$ cat src/hdl/spr_pkg.sv
/*
  spr_pkg: shared constants and types for the pattern recognizer, fill-threshold
  flag and pin routing block.
  assumes: a single 100 MHz clock and a classic Wishbone register port.
*/
package spr_pkg;

  // ----------------------------------------------------------------
  // register map (word byte addresses)
  // ----------------------------------------------------------------
  localparam logic [7:0] ADDR_PATTERN_CONFIG = 8'h00;
  localparam logic [7:0] ADDR_PATTERN_LO     = 8'h04;
  localparam logic [7:0] ADDR_PATTERN_HI     = 8'h08;
  localparam logic [7:0] ADDR_FILL_THRESHOLD = 8'h0c;
  localparam logic [7:0] ADDR_PIN_ROUTE_A    = 8'h10;
  localparam logic [7:0] ADDR_PIN_ROUTE_B    = 8'h14;
  localparam logic [7:0] ADDR_CHIP_MODE      = 8'h18;
  localparam logic [7:0] ADDR_STATUS         = 8'h1c;
  localparam logic [7:0] ADDR_IRQ_STATUS     = 8'h20;
  localparam logic [7:0] ADDR_IRQ_MASK       = 8'h24;

  // ----------------------------------------------------------------
  // field positions
  // ----------------------------------------------------------------
  localparam int CFG_SYNC_EN_BIT   = 4;  // sync_detect_enable
  localparam int CFG_LEN_LSB       = 0;  // pattern_length_field, 3 bits, bytes-1
  localparam int MODE_LSB          = 0;  // chip mode, 3 bits
  localparam int MODE_PACKET_BIT   = 3;  // 1 = packet data mode
  localparam int MODE_BITSYNC_BIT  = 4;  // host bit synchronizer enable
  localparam int MODE_RC_BIT       = 5;  // rc oscillator running

  // status / irq bit positions
  localparam int ST_MATCH  = 0;
  localparam int ST_LEVEL  = 1;
  localparam int ST_EMPTY  = 2;
  localparam int ST_FULL   = 3;
  localparam int IRQ_W     = 4;

  // ----------------------------------------------------------------
  // sizes and reset values
  // ----------------------------------------------------------------
  localparam int QUEUE_DEPTH  = 64;
  localparam int PATTERN_BITS = 64;
  localparam int PIN_COUNT    = 6;
  localparam logic [31:0] RST_PATTERN_LO = 32'h0101_0101;
  localparam logic [31:0] RST_PATTERN_HI = 32'h0101_0101;
  localparam logic [5:0]  RST_THRESHOLD  = 6'h0f;
  localparam logic [2:0]  RST_LENGTH     = 3'h3;

  // chip modes
  typedef enum logic [2:0] {
    MODE_SLEEP, MODE_STANDBY, MODE_SYNTH, MODE_RX, MODE_TX
  } spr_mode_e;

  // chip-side event inputs grouped together
  typedef struct packed {
    logic payload_ready;
    logic frame_sent;
    logic checksum_pass;
    logic transmit_ready;
    logic mode_settled;
    logic reference_clock;
  } spr_events_s;

  // byte stream push/pop from the chip data path
  typedef struct packed {
    logic push;
    logic pop;
  } spr_queue_op_s;

endpackage

$ cat src/hdl/spr_top.sv
/*
  spr_top: serial pattern recognizer, fill-threshold flag for a 64-byte byte
  queue, and six general outputs (routed on pins 0, 1, 2 and 5; pins 3 and 4 held low), behind a classic Wishbone slave.
  assumes: all inputs except bit_data_i/bit_valid_i/bit_clock_i come from logic on clk_i;
  the demodulated bit stream arrives from the pin side and is synchronised here.
*/
// Design decisions made here: register access over Wishbone and the register addresses.
`timescale 1ns/1ps
module spr_top #(
  parameter int DEPTH = spr_pkg::QUEUE_DEPTH
) (
  // clock and reset
  input  wire logic               clk_i,
  input  wire logic               rst_i,
  // wishbone slave
  input  wire logic               cyc_i,
  input  wire logic               stb_i,
  input  wire logic               we_i,
  input  wire logic [7:0]         adr_i,
  input  wire logic [3:0]         sel_i,
  input  wire logic [31:0]        dat_i,
  output logic      [31:0]        dat_o,
  output logic                    ack_o,
  output logic                    irq_o,
  // demodulated bit stream from the pin side
  input  wire logic               bit_data_i,
  input  wire logic               bit_valid_i,
  input  wire logic               bit_clock_i,
  // queue operations and chip events
  input  wire spr_pkg::spr_queue_op_s queue_op_i,
  input  wire spr_pkg::spr_events_s   events_i,
  // routed pins and status
  output logic [spr_pkg::PIN_COUNT-1:0] general_io_o,
  output logic                    bit_sync_on_o
);
  import spr_pkg::*;

  localparam int CW = $clog2(DEPTH + 1);

  // ----------------------------------------------------------------
  // state
  // ----------------------------------------------------------------
  typedef struct packed {
    logic [2:0]            sync0;     // first stage, read only by sync1
    logic [2:0]            sync1;
    logic                  valid_prev;
    logic [PATTERN_BITS-1:0] shift;
    logic [6:0]            fill_bits; // received bits since enable
    logic [31:0]           pat_lo;
    logic [31:0]           pat_hi;
    logic                  sync_en;
    logic [2:0]            length;
    logic [5:0]            threshold;
    logic [11:0]           routes;
    logic [2:0]            mode;
    logic [2:0]            prev_mode;
    logic                  packet;
    logic                  bitsync;
    logic                  rc_on;
    logic [CW-1:0]         count;
    logic                  level;
    logic                  full_seen;
    logic                  match;
    logic [IRQ_W-1:0]      irq_stat;
    logic [IRQ_W-1:0]      irq_mask;
    logic [31:0]           rdata;
    logic                  ack;
    logic                  irq;
    logic [PIN_COUNT-1:0]  pins;
    logic                  bitsync_out;
    logic                  fresh;     // a bit went into the window last cycle
  } spr_state_s;

  spr_state_s s_q, s_d;

  logic [PATTERN_BITS-1:0] pattern;
  logic [PATTERN_BITS-1:0] cmp_mask;
  logic                    hit;
  logic                    q_empty;
  logic                    q_full;
  logic                    wb_req;
  logic [IRQ_W-1:0]        events;
  logic                    bit_clk_s;
  logic                    bit_dat_s;

  assign pattern  = {s_q.pat_hi, s_q.pat_lo};
  assign q_empty  = (s_q.count == '0);
  assign q_full   = (s_q.count == CW'(DEPTH));
  assign wb_req   = cyc_i & stb_i & ~s_q.ack;
  assign bit_dat_s = s_q.sync1[0];
  assign bit_clk_s = s_q.sync1[2];

  // ----------------------------------------------------------------
  // pattern comparison
  // ----------------------------------------------------------------
  // the pattern sits left-aligned: bit 63 is the first byte's MSB, so a
  // shorter length keeps the first bytes and drops the trailing ones.
  // the newest received bit is shift[0], so the pattern is shifted down to meet it.
  always_comb begin
    logic [PATTERN_BITS-1:0] aligned;
    aligned  = '0;
    cmp_mask = '0;
    for (int i = 0; i < PATTERN_BITS; i++) begin
      if (i < (int'(s_q.length) + 1) * 8) begin
        cmp_mask[i] = 1'b1;
      end
    end
    // earliest bit against MSB of first byte, latest against LSB of last
    aligned = pattern >> (PATTERN_BITS - (int'(s_q.length) + 1) * 8);
    hit = (((s_q.shift ^ aligned) & cmp_mask) == '0)
        && (int'(s_q.fill_bits) >= (int'(s_q.length) + 1) * 8);
  end

  // ----------------------------------------------------------------
  // next state
  // ----------------------------------------------------------------
  always_comb begin
    logic new_bit;
    logic in_rx;
    logic push_ok;
    logic pop_ok;
    logic [CW-1:0] cnt_n;
    logic [1:0] code;
    logic [IRQ_W-1:0] clr;
    new_bit = 1'b0;
    in_rx   = 1'b0;
    push_ok = 1'b0;
    pop_ok  = 1'b0;
    cnt_n   = '0;
    code    = '0;
    clr     = '0;
    s_d     = s_q;

    // two-flop capture of the pin-side stream
    // only sync1 reads sync0, so a metastable first stage never reaches logic
    s_d.sync0 = {bit_clock_i, bit_valid_i, bit_data_i};
    s_d.sync1 = s_q.sync0;
    s_d.valid_prev = s_q.sync1[1];
    new_bit = s_q.sync1[1] & ~s_q.valid_prev;
    in_rx   = (s_q.mode == 3'(MODE_RX));

    // bit synchronizer: forced in packet mode, host-driven in continuous
    s_d.bitsync_out = s_q.packet | s_q.bitsync;

    // the window is compared in the cycle after the shift, so the bit just
    // taken is part of it; comparing before the shift would lag one bit
    s_d.fresh = 1'b0;
    // shift register of received bits, only while recognition is on
    if (!s_q.sync_en || !in_rx || !s_q.bitsync_out) begin
      s_d.fill_bits = '0;
    end else if (new_bit) begin
      s_d.shift = {s_q.shift[PATTERN_BITS-2:0], bit_dat_s};
      s_d.fresh = 1'b1;
      if (s_q.fill_bits != 7'h40) begin
        s_d.fill_bits = s_q.fill_bits + 7'h01;
      end
    end

    // queue byte count; mode changes never clear it
    // a push and a pop together leave the count alone unless it is 0 or DEPTH; a push into a full
    // queue or a pop from an empty one is dropped rather than wrapping
    push_ok = queue_op_i.push & ~q_full;
    pop_ok  = queue_op_i.pop & ~q_empty;
    cnt_n   = s_q.count;
    if (push_ok && !pop_ok) begin
      cnt_n = s_q.count + CW'(1);
    end else if (pop_ok && !push_ok) begin
      cnt_n = s_q.count - CW'(1);
    end
    s_d.count = cnt_n;

    // threshold flag only moves on a read or write
    // while full_seen is set the flag keeps its last value until the queue empties; software ignores it
    if (queue_op_i.push || queue_op_i.pop) begin
      if (cnt_n == CW'(DEPTH)) begin
        s_d.full_seen = 1'b1;
      end else if (cnt_n == '0) begin
        s_d.full_seen = 1'b0;
      end
      if (!s_q.full_seen || cnt_n == '0) begin
        s_d.level = (cnt_n > CW'(s_q.threshold));
      end
    end

    // match flag: set by hit, cleared when leaving rx or queue empties
    // a hit counts only on a freshly shifted window; leaving receive is seen
    // one cycle late via prev_mode, harmless as no bit is taken outside rx
    s_d.prev_mode = s_q.mode;
    if (s_q.sync_en && in_rx && s_q.bitsync_out && s_q.fresh && hit) begin
      s_d.match = 1'b1;
    end else if ((s_q.prev_mode == 3'(MODE_RX) && !in_rx)
              || (pop_ok && cnt_n == '0)) begin
      s_d.match = 1'b0;
    end

    // wishbone writes
    // ack drops for a cycle after each answer, so a held strobe is not taken twice
    s_d.ack = wb_req;
    if (wb_req && we_i && sel_i[0]) begin
      case (adr_i)
        ADDR_PATTERN_CONFIG: begin
          s_d.sync_en = dat_i[CFG_SYNC_EN_BIT];
          s_d.length  = dat_i[CFG_LEN_LSB +: 3];
        end
        ADDR_PATTERN_LO:     s_d.pat_lo = dat_i;
        ADDR_PATTERN_HI:     s_d.pat_hi = dat_i;
        ADDR_FILL_THRESHOLD: s_d.threshold = dat_i[5:0];
        ADDR_PIN_ROUTE_A:    s_d.routes[7:0] = dat_i[7:0];
        ADDR_PIN_ROUTE_B:    s_d.routes[11:8] = dat_i[3:0];
        ADDR_CHIP_MODE: begin
          s_d.mode    = dat_i[MODE_LSB +: 3];
          s_d.packet  = dat_i[MODE_PACKET_BIT];
          s_d.bitsync = dat_i[MODE_BITSYNC_BIT];
          s_d.rc_on   = dat_i[MODE_RC_BIT];
        end
        ADDR_IRQ_STATUS:     clr = dat_i[IRQ_W-1:0];
        ADDR_IRQ_MASK:       s_d.irq_mask = dat_i[IRQ_W-1:0];
        default: ;
      endcase
    end

    // sticky status; a new event wins over a clear in the same cycle
    events = {s_d.full_seen & ~s_q.full_seen, q_empty, s_d.level & ~s_q.level,
              s_d.match & ~s_q.match};
    events[ST_EMPTY] = pop_ok && cnt_n == '0;
    s_d.irq_stat = (s_q.irq_stat & ~clr) | events;
    s_d.irq = |(s_d.irq_stat & s_d.irq_mask);

    // wishbone reads; unmapped addresses read zero
    s_d.rdata = '0;
    if (wb_req && !we_i) begin
      case (adr_i)
        ADDR_PATTERN_CONFIG: s_d.rdata = 32'({s_q.sync_en, 1'b0, s_q.length});
        ADDR_PATTERN_LO:     s_d.rdata = s_q.pat_lo;
        ADDR_PATTERN_HI:     s_d.rdata = s_q.pat_hi;
        ADDR_FILL_THRESHOLD: s_d.rdata = 32'(s_q.threshold);
        ADDR_PIN_ROUTE_A:    s_d.rdata = 32'(s_q.routes[7:0]);
        ADDR_PIN_ROUTE_B:    s_d.rdata = 32'(s_q.routes[11:8]);
        ADDR_CHIP_MODE:      s_d.rdata = 32'({s_q.rc_on, s_q.bitsync, s_q.packet, s_q.mode});
        ADDR_STATUS:         s_d.rdata = 32'({q_full, q_empty, s_q.level, s_q.match})
                                       | (32'(s_q.count) << 8);
        ADDR_IRQ_STATUS:     s_d.rdata = 32'(s_q.irq_stat);
        ADDR_IRQ_MASK:       s_d.rdata = 32'(s_q.irq_mask);
        default:             s_d.rdata = '0;
      endcase
    end

    // pin routing, one 2-bit code per pin
    // codes with no routed signal drive the pin low
    s_d.pins = '0;
    for (int p = 0; p < PIN_COUNT; p++) begin
      code = s_q.routes[p*2 +: 2];
      case (p)
        0: begin
          if (s_q.packet) begin
            if (code == 2'h0) begin
              s_d.pins[p] = in_rx ? events_i.payload_ready :
                            (s_q.mode == 3'(MODE_TX)) & events_i.frame_sent;
            end else if (code == 2'h1) begin
              s_d.pins[p] = in_rx & events_i.checksum_pass;
            end
          end else if (code == 2'h0) begin
            s_d.pins[p] = in_rx ? s_q.match :
                          (s_q.mode == 3'(MODE_TX)) & events_i.transmit_ready;
          end
        end
        1: begin
          if (s_q.packet) begin
            case (code)
              2'h0:    s_d.pins[p] = s_q.level;
              2'h1:    s_d.pins[p] = q_empty;
              2'h2:    s_d.pins[p] = q_full;
              default: s_d.pins[p] = 1'b0;
            endcase
          end else if (code == 2'h0) begin
            s_d.pins[p] = (in_rx || s_q.mode == 3'(MODE_TX)) & bit_clk_s;
          end
        end
        2: begin
          if (!s_q.packet) begin
            s_d.pins[p] = (in_rx || s_q.mode == 3'(MODE_TX)) & bit_dat_s;
          end
        end
        5: begin
          if (code == 2'h0) begin
            s_d.pins[p] = events_i.reference_clock
                        & ((s_q.mode != 3'(MODE_SLEEP)) | s_q.rc_on);
          end else if (code == 2'h3) begin
            s_d.pins[p] = (s_q.mode != 3'(MODE_SLEEP)) & events_i.mode_settled;
          end
        end
        default: s_d.pins[p] = 1'b0;
      endcase
    end

    // pattern bytes of zero are the host's to avoid; nothing checks them here
  end

  // ----------------------------------------------------------------
  // registers
  // ----------------------------------------------------------------
  // single synchronous reset; every field takes a constant
  // the window counter starts at zero, so a stale window can never match
  always_ff @(posedge clk_i) begin
    if (rst_i) begin
      s_q           <= '0;
      s_q.pat_lo    <= RST_PATTERN_LO;
      s_q.pat_hi    <= RST_PATTERN_HI;
      s_q.threshold <= RST_THRESHOLD;
      s_q.length    <= RST_LENGTH;
      s_q.mode      <= 3'(MODE_STANDBY);
      s_q.prev_mode <= 3'(MODE_STANDBY);
    end else begin
      s_q <= s_d;
    end
  end

  // outputs straight from flops
  // bit_sync_on_o follows the mode register one cycle late
  assign dat_o         = s_q.rdata;
  assign ack_o         = s_q.ack;
  assign irq_o         = s_q.irq;
  assign general_io_o  = s_q.pins;
  assign bit_sync_on_o = s_q.bitsync_out;

endmodule

$ cat config.mk
export PLATFORM = sky130hd
export DESIGN_NAME = spr_top
export DESIGN_NICKNAME = d
export VERILOG_FILES = /design/src/hdl/spr_pkg.sv /design/src/hdl/spr_top.sv
export SDC_FILE = /design/constraint.sdc
export NUM_CORES = 1
export LEC_CHECK = 0
export BUFFER_PORTS_ARGS = -buffer_cell sky130_fd_sc_hd__buf_2
export CAP_MARGIN = 20
export CORE_MARGIN = 2
export CORE_UTILIZATION = 53
export CTS_BUF_LIST = sky130_fd_sc_hd__clkbuf_4
export CTS_CLUSTER_DIAMETER = 50
export DETAILED_ROUTE_END_ITERATION = 10
export PLACE_DENSITY = 0.74
export SLEW_MARGIN = 5
export SYNTH_ARGS = -nofsm -noshare
export SYNTH_HDL_FRONTEND = slang
export SYNTH_SLANG_ARGS = --single-unit
$ cat constraint.sdc
create_clock -name clk_i -period 4.3 [get_ports clk_i]
set_input_delay 0.215 -clock clk_i [delete_from_list [all_inputs] [get_ports clk_i]]
set_output_delay 0.215 -clock clk_i [all_outputs]
set_load 0.1 [all_outputs]
# Yosys cells after proc, flatten, opt, wreduce, memory -nomap -nowiden
# Cells that the tools add are included.
word_totals:
  regBits: 233
  latch_bits: 0
  ram_bits: 0
  romBits: 0
  in_bits: 60
  output_inout_bits: 41
  elab_cells: 290
  n_memories: 0
op_classes:
  add_sub_neg: 5
  n_mul: 0
  div_mod_pow: 0
  n_lt_le_gt_ge: 66
  eq_ne: 19
  shifts: 1
  muxes: 89
  bitwise: 33
  reduce_logical: 46
op_table:
  columns: ["op", "count"]
  rows:
  - ["$lt A7 B32 Y1 const A", 32]
  - ["$lt A6 B32 Y1 const A", 16]
  - ["$pmux W32 S10", 1]
  - ["$lt A5 B32 Y1 const A", 8]
  - ["$lt A4 B32 Y1 const A", 4]
  - ["$mux W1", 80]
  - ["$and A64 B64 Y64", 1]
  - ["$logic_not A64 Y1", 1]
  - ["$lt A3 B32 Y1 const A", 2]
  - ["$shr A64 B32 Y64", 1]
  - ["$xor A64 B64 Y64", 1]
  - ["$eq A8 B5 Y1 const B", 4]
  - ["$lt A1 B32 Y1 const A", 1]
  - ["$lt A2 B32 Y1 const A", 1]
  - ["$sub A8 B32 Y32 const A", 1]
  - ["$reduce_and A2 Y1", 9]
  - ["$eq A8 B4 Y1 const B", 2]
  - ["$eq A8 B6 Y1 const B", 2]
  - ["$mux W4", 4]
  - ["$and A1 B1 Y1", 15]
  - ["$or A4 B15 Y15", 1]
  - ["$add A7 B1 Y7 const B", 2]
  - ["$eq A7 B7 Y1 const B", 2]
  - ["$logic_not A7 Y1", 2]
  - ["26 further kinds", 66]

# Depth between registers and ports, before layout
depth:
  depth_word: 16
  ltp_mapped: 20
  depth_no_buf: 16

# Least setup slack after synthesis
# OpenSTA, ideal clock, no wires.
synth_timing:
  path_kind: "reg2reg"
  start: "register s_q[87] (netlist name)"
  end: "register s_q[46] (netlist name)"
  setup_time_ns: 0.101
  arrival_time_ns: 4.307
  required_time_ns: 4.199
  path_slack_ns: -0.108
  path_stages_with_launch: 20
  path_buffers: 6
  synth_period_minus_slack_ns: 4.408
  cell_sequence: "dfxtp_1 -> buf_2 -> clkinv_1 -> clkbuf_1 -> ha_1 -> buf_2 -> and2_0 -> clkbuf_1 -> nand2_1 -> ha_1 -> nand2b_1 -> clkbuf_1 -> nor2_1 -> clkbuf_1 -> a32oi_1 -> xnor2_1 -> o41ai_1 -> nand4b_1 -> o22a_1 -> o41ai_1"
synth_via:
  elab_chain_len: 11
  elab_cells_between_ends: 140
  classes_between: "add/sub: 2; order compare: 65; shift: 1; mux: 65; bitwise: 4; reduce/logical: 3"
synth_lines:
  columns: ["element", "line_no", "rtl"]
  rows:
  - ["from (decl)", "spr_top.sv:74", "spr_state_s s_q, s_d;"]
  - ["$add A3 B1 Y4 (*)", "spr_top.sv:104, spr_top.sv:109, spr_top.sv:111", null]
  - ["$sub A8 B32 Y32", "spr_top.sv:109", "aligned = pattern >> (PATTERN_BITS - (int'(s_q.length) + 1) * 8);"]
  - ["$shr A64 B32 Y64", "spr_top.sv:109", null]
  - ["$xor A64 B64 Y64", "spr_top.sv:110", "hit = (((s_q.shift ^ aligned) & cmp_mask) == '0)"]
  - ["$and A64 B64 Y64", "spr_top.sv:110", null]
  - ["$logic_not A64 Y1", "spr_top.sv:110", null]
  - ["$logic_and A1 B1 Y1 (*)", "spr_top.sv:111", "&& (int'(s_q.fill_bits) >= (int'(s_q.length) + 1) * 8);"]
  - ["$logic_and A1 B1 Y1 (*)", "spr_top.sv:189", "if (s_q.sync_en && in_rx && s_q.bitsync_out && s_q.fresh && hit) begin"]
  - ["$mux W1 (*)", "spr_top.sv:189", null]
  - ["$and A1 B1 Y1 (*)", "spr_top.sv:224", "s_d.match & ~s_q.match};"]
  - ["$or A4 B4 Y4 (*)", "spr_top.sv:226", "s_d.irq_stat = (s_q.irq_stat & ~clr) | events;"]
# Mark *: on every way between the ends. The rest lies on a longest branch, timed or not.
# A chain may end at the register's enable or synchronous reset.

# Worst setup path after layout
# Same ends and word-level chain as after synthesis.

==> metrics.cfg <==
[outcome]
status = complete, no violations

[grt]
grt_pass1_wl_mm = 69.5
globalRouteOverflowTotal = 0
track_usage_pct = 33.9
antenna_found_initial = 1
grt_max_degree = 128
grt_pass1_vias = 12000

[clock_tree]
ctsLongestPathBuffers = 3
clkSinkCount = 231
cts_root_buffer = clkbuf_4
post_cts_buffers = 0
clk_pin_slew_ps = 70
cts_buffers = 59
cts_tree = yes
clk_latency_ps = 720
cts_max_level = 2

[routing]
vias_per_cell = 6.22
drc = 0
drt-pass1-iter-count = 7
wl_mm = 45.5
routed_wire_length_per_instance_um = 21.4
drt_first_iter_violations = 1498
num_vias = 13200
drtAntennaViolNets = 0

[worst_setup_path]
cp-start-kind = flop
cp_slowest_stage_delay_ps = 550
path_cells = clkinv_1, ha_4, and2_0, nand2_1, ha_1, nand3b_1, a21oi_1, buf_4, a32oi_1, xnor2_1, o41ai_2, buf_4, nand4b_1, o22a_1, o41ai_1
critPathSlowestCell = o41ai_2
required_ps = 4910
cp.arrival_ps = 4730
cp_top_family = compound AO/OA/AOI/OAI gates
crit_path_frequent_cell = buf_4
crit_path_end_kind = flop
crit_buf_inv = 3
path_max_fanout = 14
crit_type = flop to flop

[floorplanning]
die-area_um2 = 26200
io_pins = 101
die_y_um = 162
core_um2 = 24400
rows = 57
die_w_um = 162
start_util_pct = 54.1

[layout]
layout_common_cells = nand2_1, dfxtp_1, a21oi_1
drive_gt1_share_pct = 16.6
fillCellCount = 2256
syn_to_final_growth_pct = 12.6
fin_area_um2 = 14900
final_common_cell = nand2_1
nets = 1833

[timing]
tightest_slew_ps = 1000
period_minus_slack_ps = 4120
final-setup-viol-count = 0
clock_skew_ps = 23.6
period_share_pct = 95.8
maxSlewHeadroom_pct = 32.7
rsz0062_at_grt = false
finalHoldViolations = 0
drv_slew = 0
fin_setup_tns_ps = 0
fmax_mhz = 243

[synthesis]
async_reset_ff_share_pct = 0
synthCells = 1673
yosys_warnings = 0
synth_area_um2 = 13200
ys_ff_latch = 231
syn_area_per_cell_um2 = 7.89
ys.flop_type = dfxtp_1
synth_edf_count = 0
synth.distinct_cells = 86
yosysSeqAreaShare_pct = 35.0

[place]
placedInstanceArea_um2 = 13800
place_congestion = 1.05
portBuffers = 95
dp_hpwl_mm = 32.7

[power]
power_density_nw_per_um2 = 322
ir_worst_vdd_v = 0.000228
p_leak_nw = 5.38

[run]
cap_violations = 0

[worst_hold_path]
hold_class = primary input to flop

## cells in the mapped netlist (7+ instances only)
library cell	instances	share of area, %
a211oi_1	12	0.68
a221oi_1	10	0.66
o41ai_1	8	0.53
o32ai_1	10	0.66
o22ai_1	16	0.76
and2_1	7	0.33
mux2i_1	45	3.4
a31oi_1	21	1.0
ha_1	18	1.7
o21ai_0	35	1.3
mux4_2	16	2.7
nor3b_1	7	0.40
o31ai_1	7	0.40
dfxtp_1	231	35
nand2b_1	20	0.95
clkbuf_1	98	2.8
o211ai_1	7	0.40
a32oi_1	8	0.53
nand3_1	39	1.5
and3_1	9	0.43
nor2b_1	33	1.6
nor4b_1	10	0.66
nand4_1	7	0.33
nand2_1	312	8.9
buf_4	41	2.3
o21ai_1	8	0.30
nor2_1	123	3.5
xor2_1	21	1.4
nor3_1	27	1.0
a22oi_1	37	2.1
xnor2_1	31	2.1
a222oi_1	9	0.68
inv_1	33	0.94
buf_2	22	0.83
a21oi_1	182	6.9
mux2_2	17	1.5
## tightest hold or removal path: stages
cell     delay (ps)
buf_2           120
nor4_2           90
a22oi_1         140
a31oi_1         120
## through the flow
step	setup WS, ps	hold slack [ps]	instances	power [W]	util (%)
final	182	46.0	2124	0.00479	60.9
after global routing	74.5	63.2	2124	0.00501	60.9
after CTS	156	9.54	2123	0.00481	60.9
after detailed placement	196	422	1979	0.00299	56.4
after global placement	174	417	1978	0.00298	56.3
after floorplan	22.7	298	1674	0.00281	-
## per-layer routing
layer	GRT usage [%]	up-vias	part of all wire, %
met2	53.8	690	44
met5	0	-	0
met3	5.87	148	9.0
met1	45.2	6235	42
li1	-	6136	-
met4	15.7	0	4.9
## logic make-up after synthesis
| family | synth area share [%] |
|---|---|
| other cells | 0.0284 |
| simple gates | 22.6 |
| xor+xnor | 3.45 |
| flops | 35.0 |
| mux | 7.68 |
| compound gates | 22.3 |
| fa+ha+maj | 1.71 |
| buf+inv | 7.15 |
## worst paths after layout
path	start	end	cells past startpoint	slack, ps
min	adr_i[6]	dat_o[1]$_SDFF_PP0_	4	50
max	s_q[87]$_SDFFE_PP1P_	s_q[46]$_SDFF_PP0_	15	180
min reg2reg	s_d[227]$_SDFF_PP0_	bit_dat_s$_SDFF_PP0_	1	430
max reg2reg	s_q[87]$_SDFFE_PP1P_	s_q[46]$_SDFF_PP0_	15	180
## repair_timing
action,CTS,global route
resized for setup,0,1
hold buffers,39,0
endpoints found under the setup margin,0,1
endpoints found under the hold margin,100,0
## registers in the layout (all words and copies together), names as in the netlist
register       count
ack_o              1
s_d                7
bit_clk_s          1
dat_o             32
bit_dat_s          1
s_q              119
bit_sync_on_o      1
pattern           64
general_io_o       4
irq_o              1
## layout make-up
type	instances	area [um^2]	area share, %
clock buffers	81	608	4.09
clock inverters	24	98.8	0.665
repair buffers	187	1310	8.80
diodes	1	2.50	0.0168
well taps	324	405	2.73
multi-input cells	1240	7670	51.6
inverters	36	135	0.909
flip-flops and latches	231	4630	31.1
## power by group
| group | total, W | internal, W | switching, W |
|---|---|---|---|
| combinational | 0.000753 | 0.000296 | 0.000457 |
| sequential | 0.00224 | 0.00218 | 0.0000591 |
| clock | 0.00180 | 0.000874 | 0.000923 |
| total | 0.00479 | 0.00335 | 0.00144 |
(Power assumes the default switching activity.)
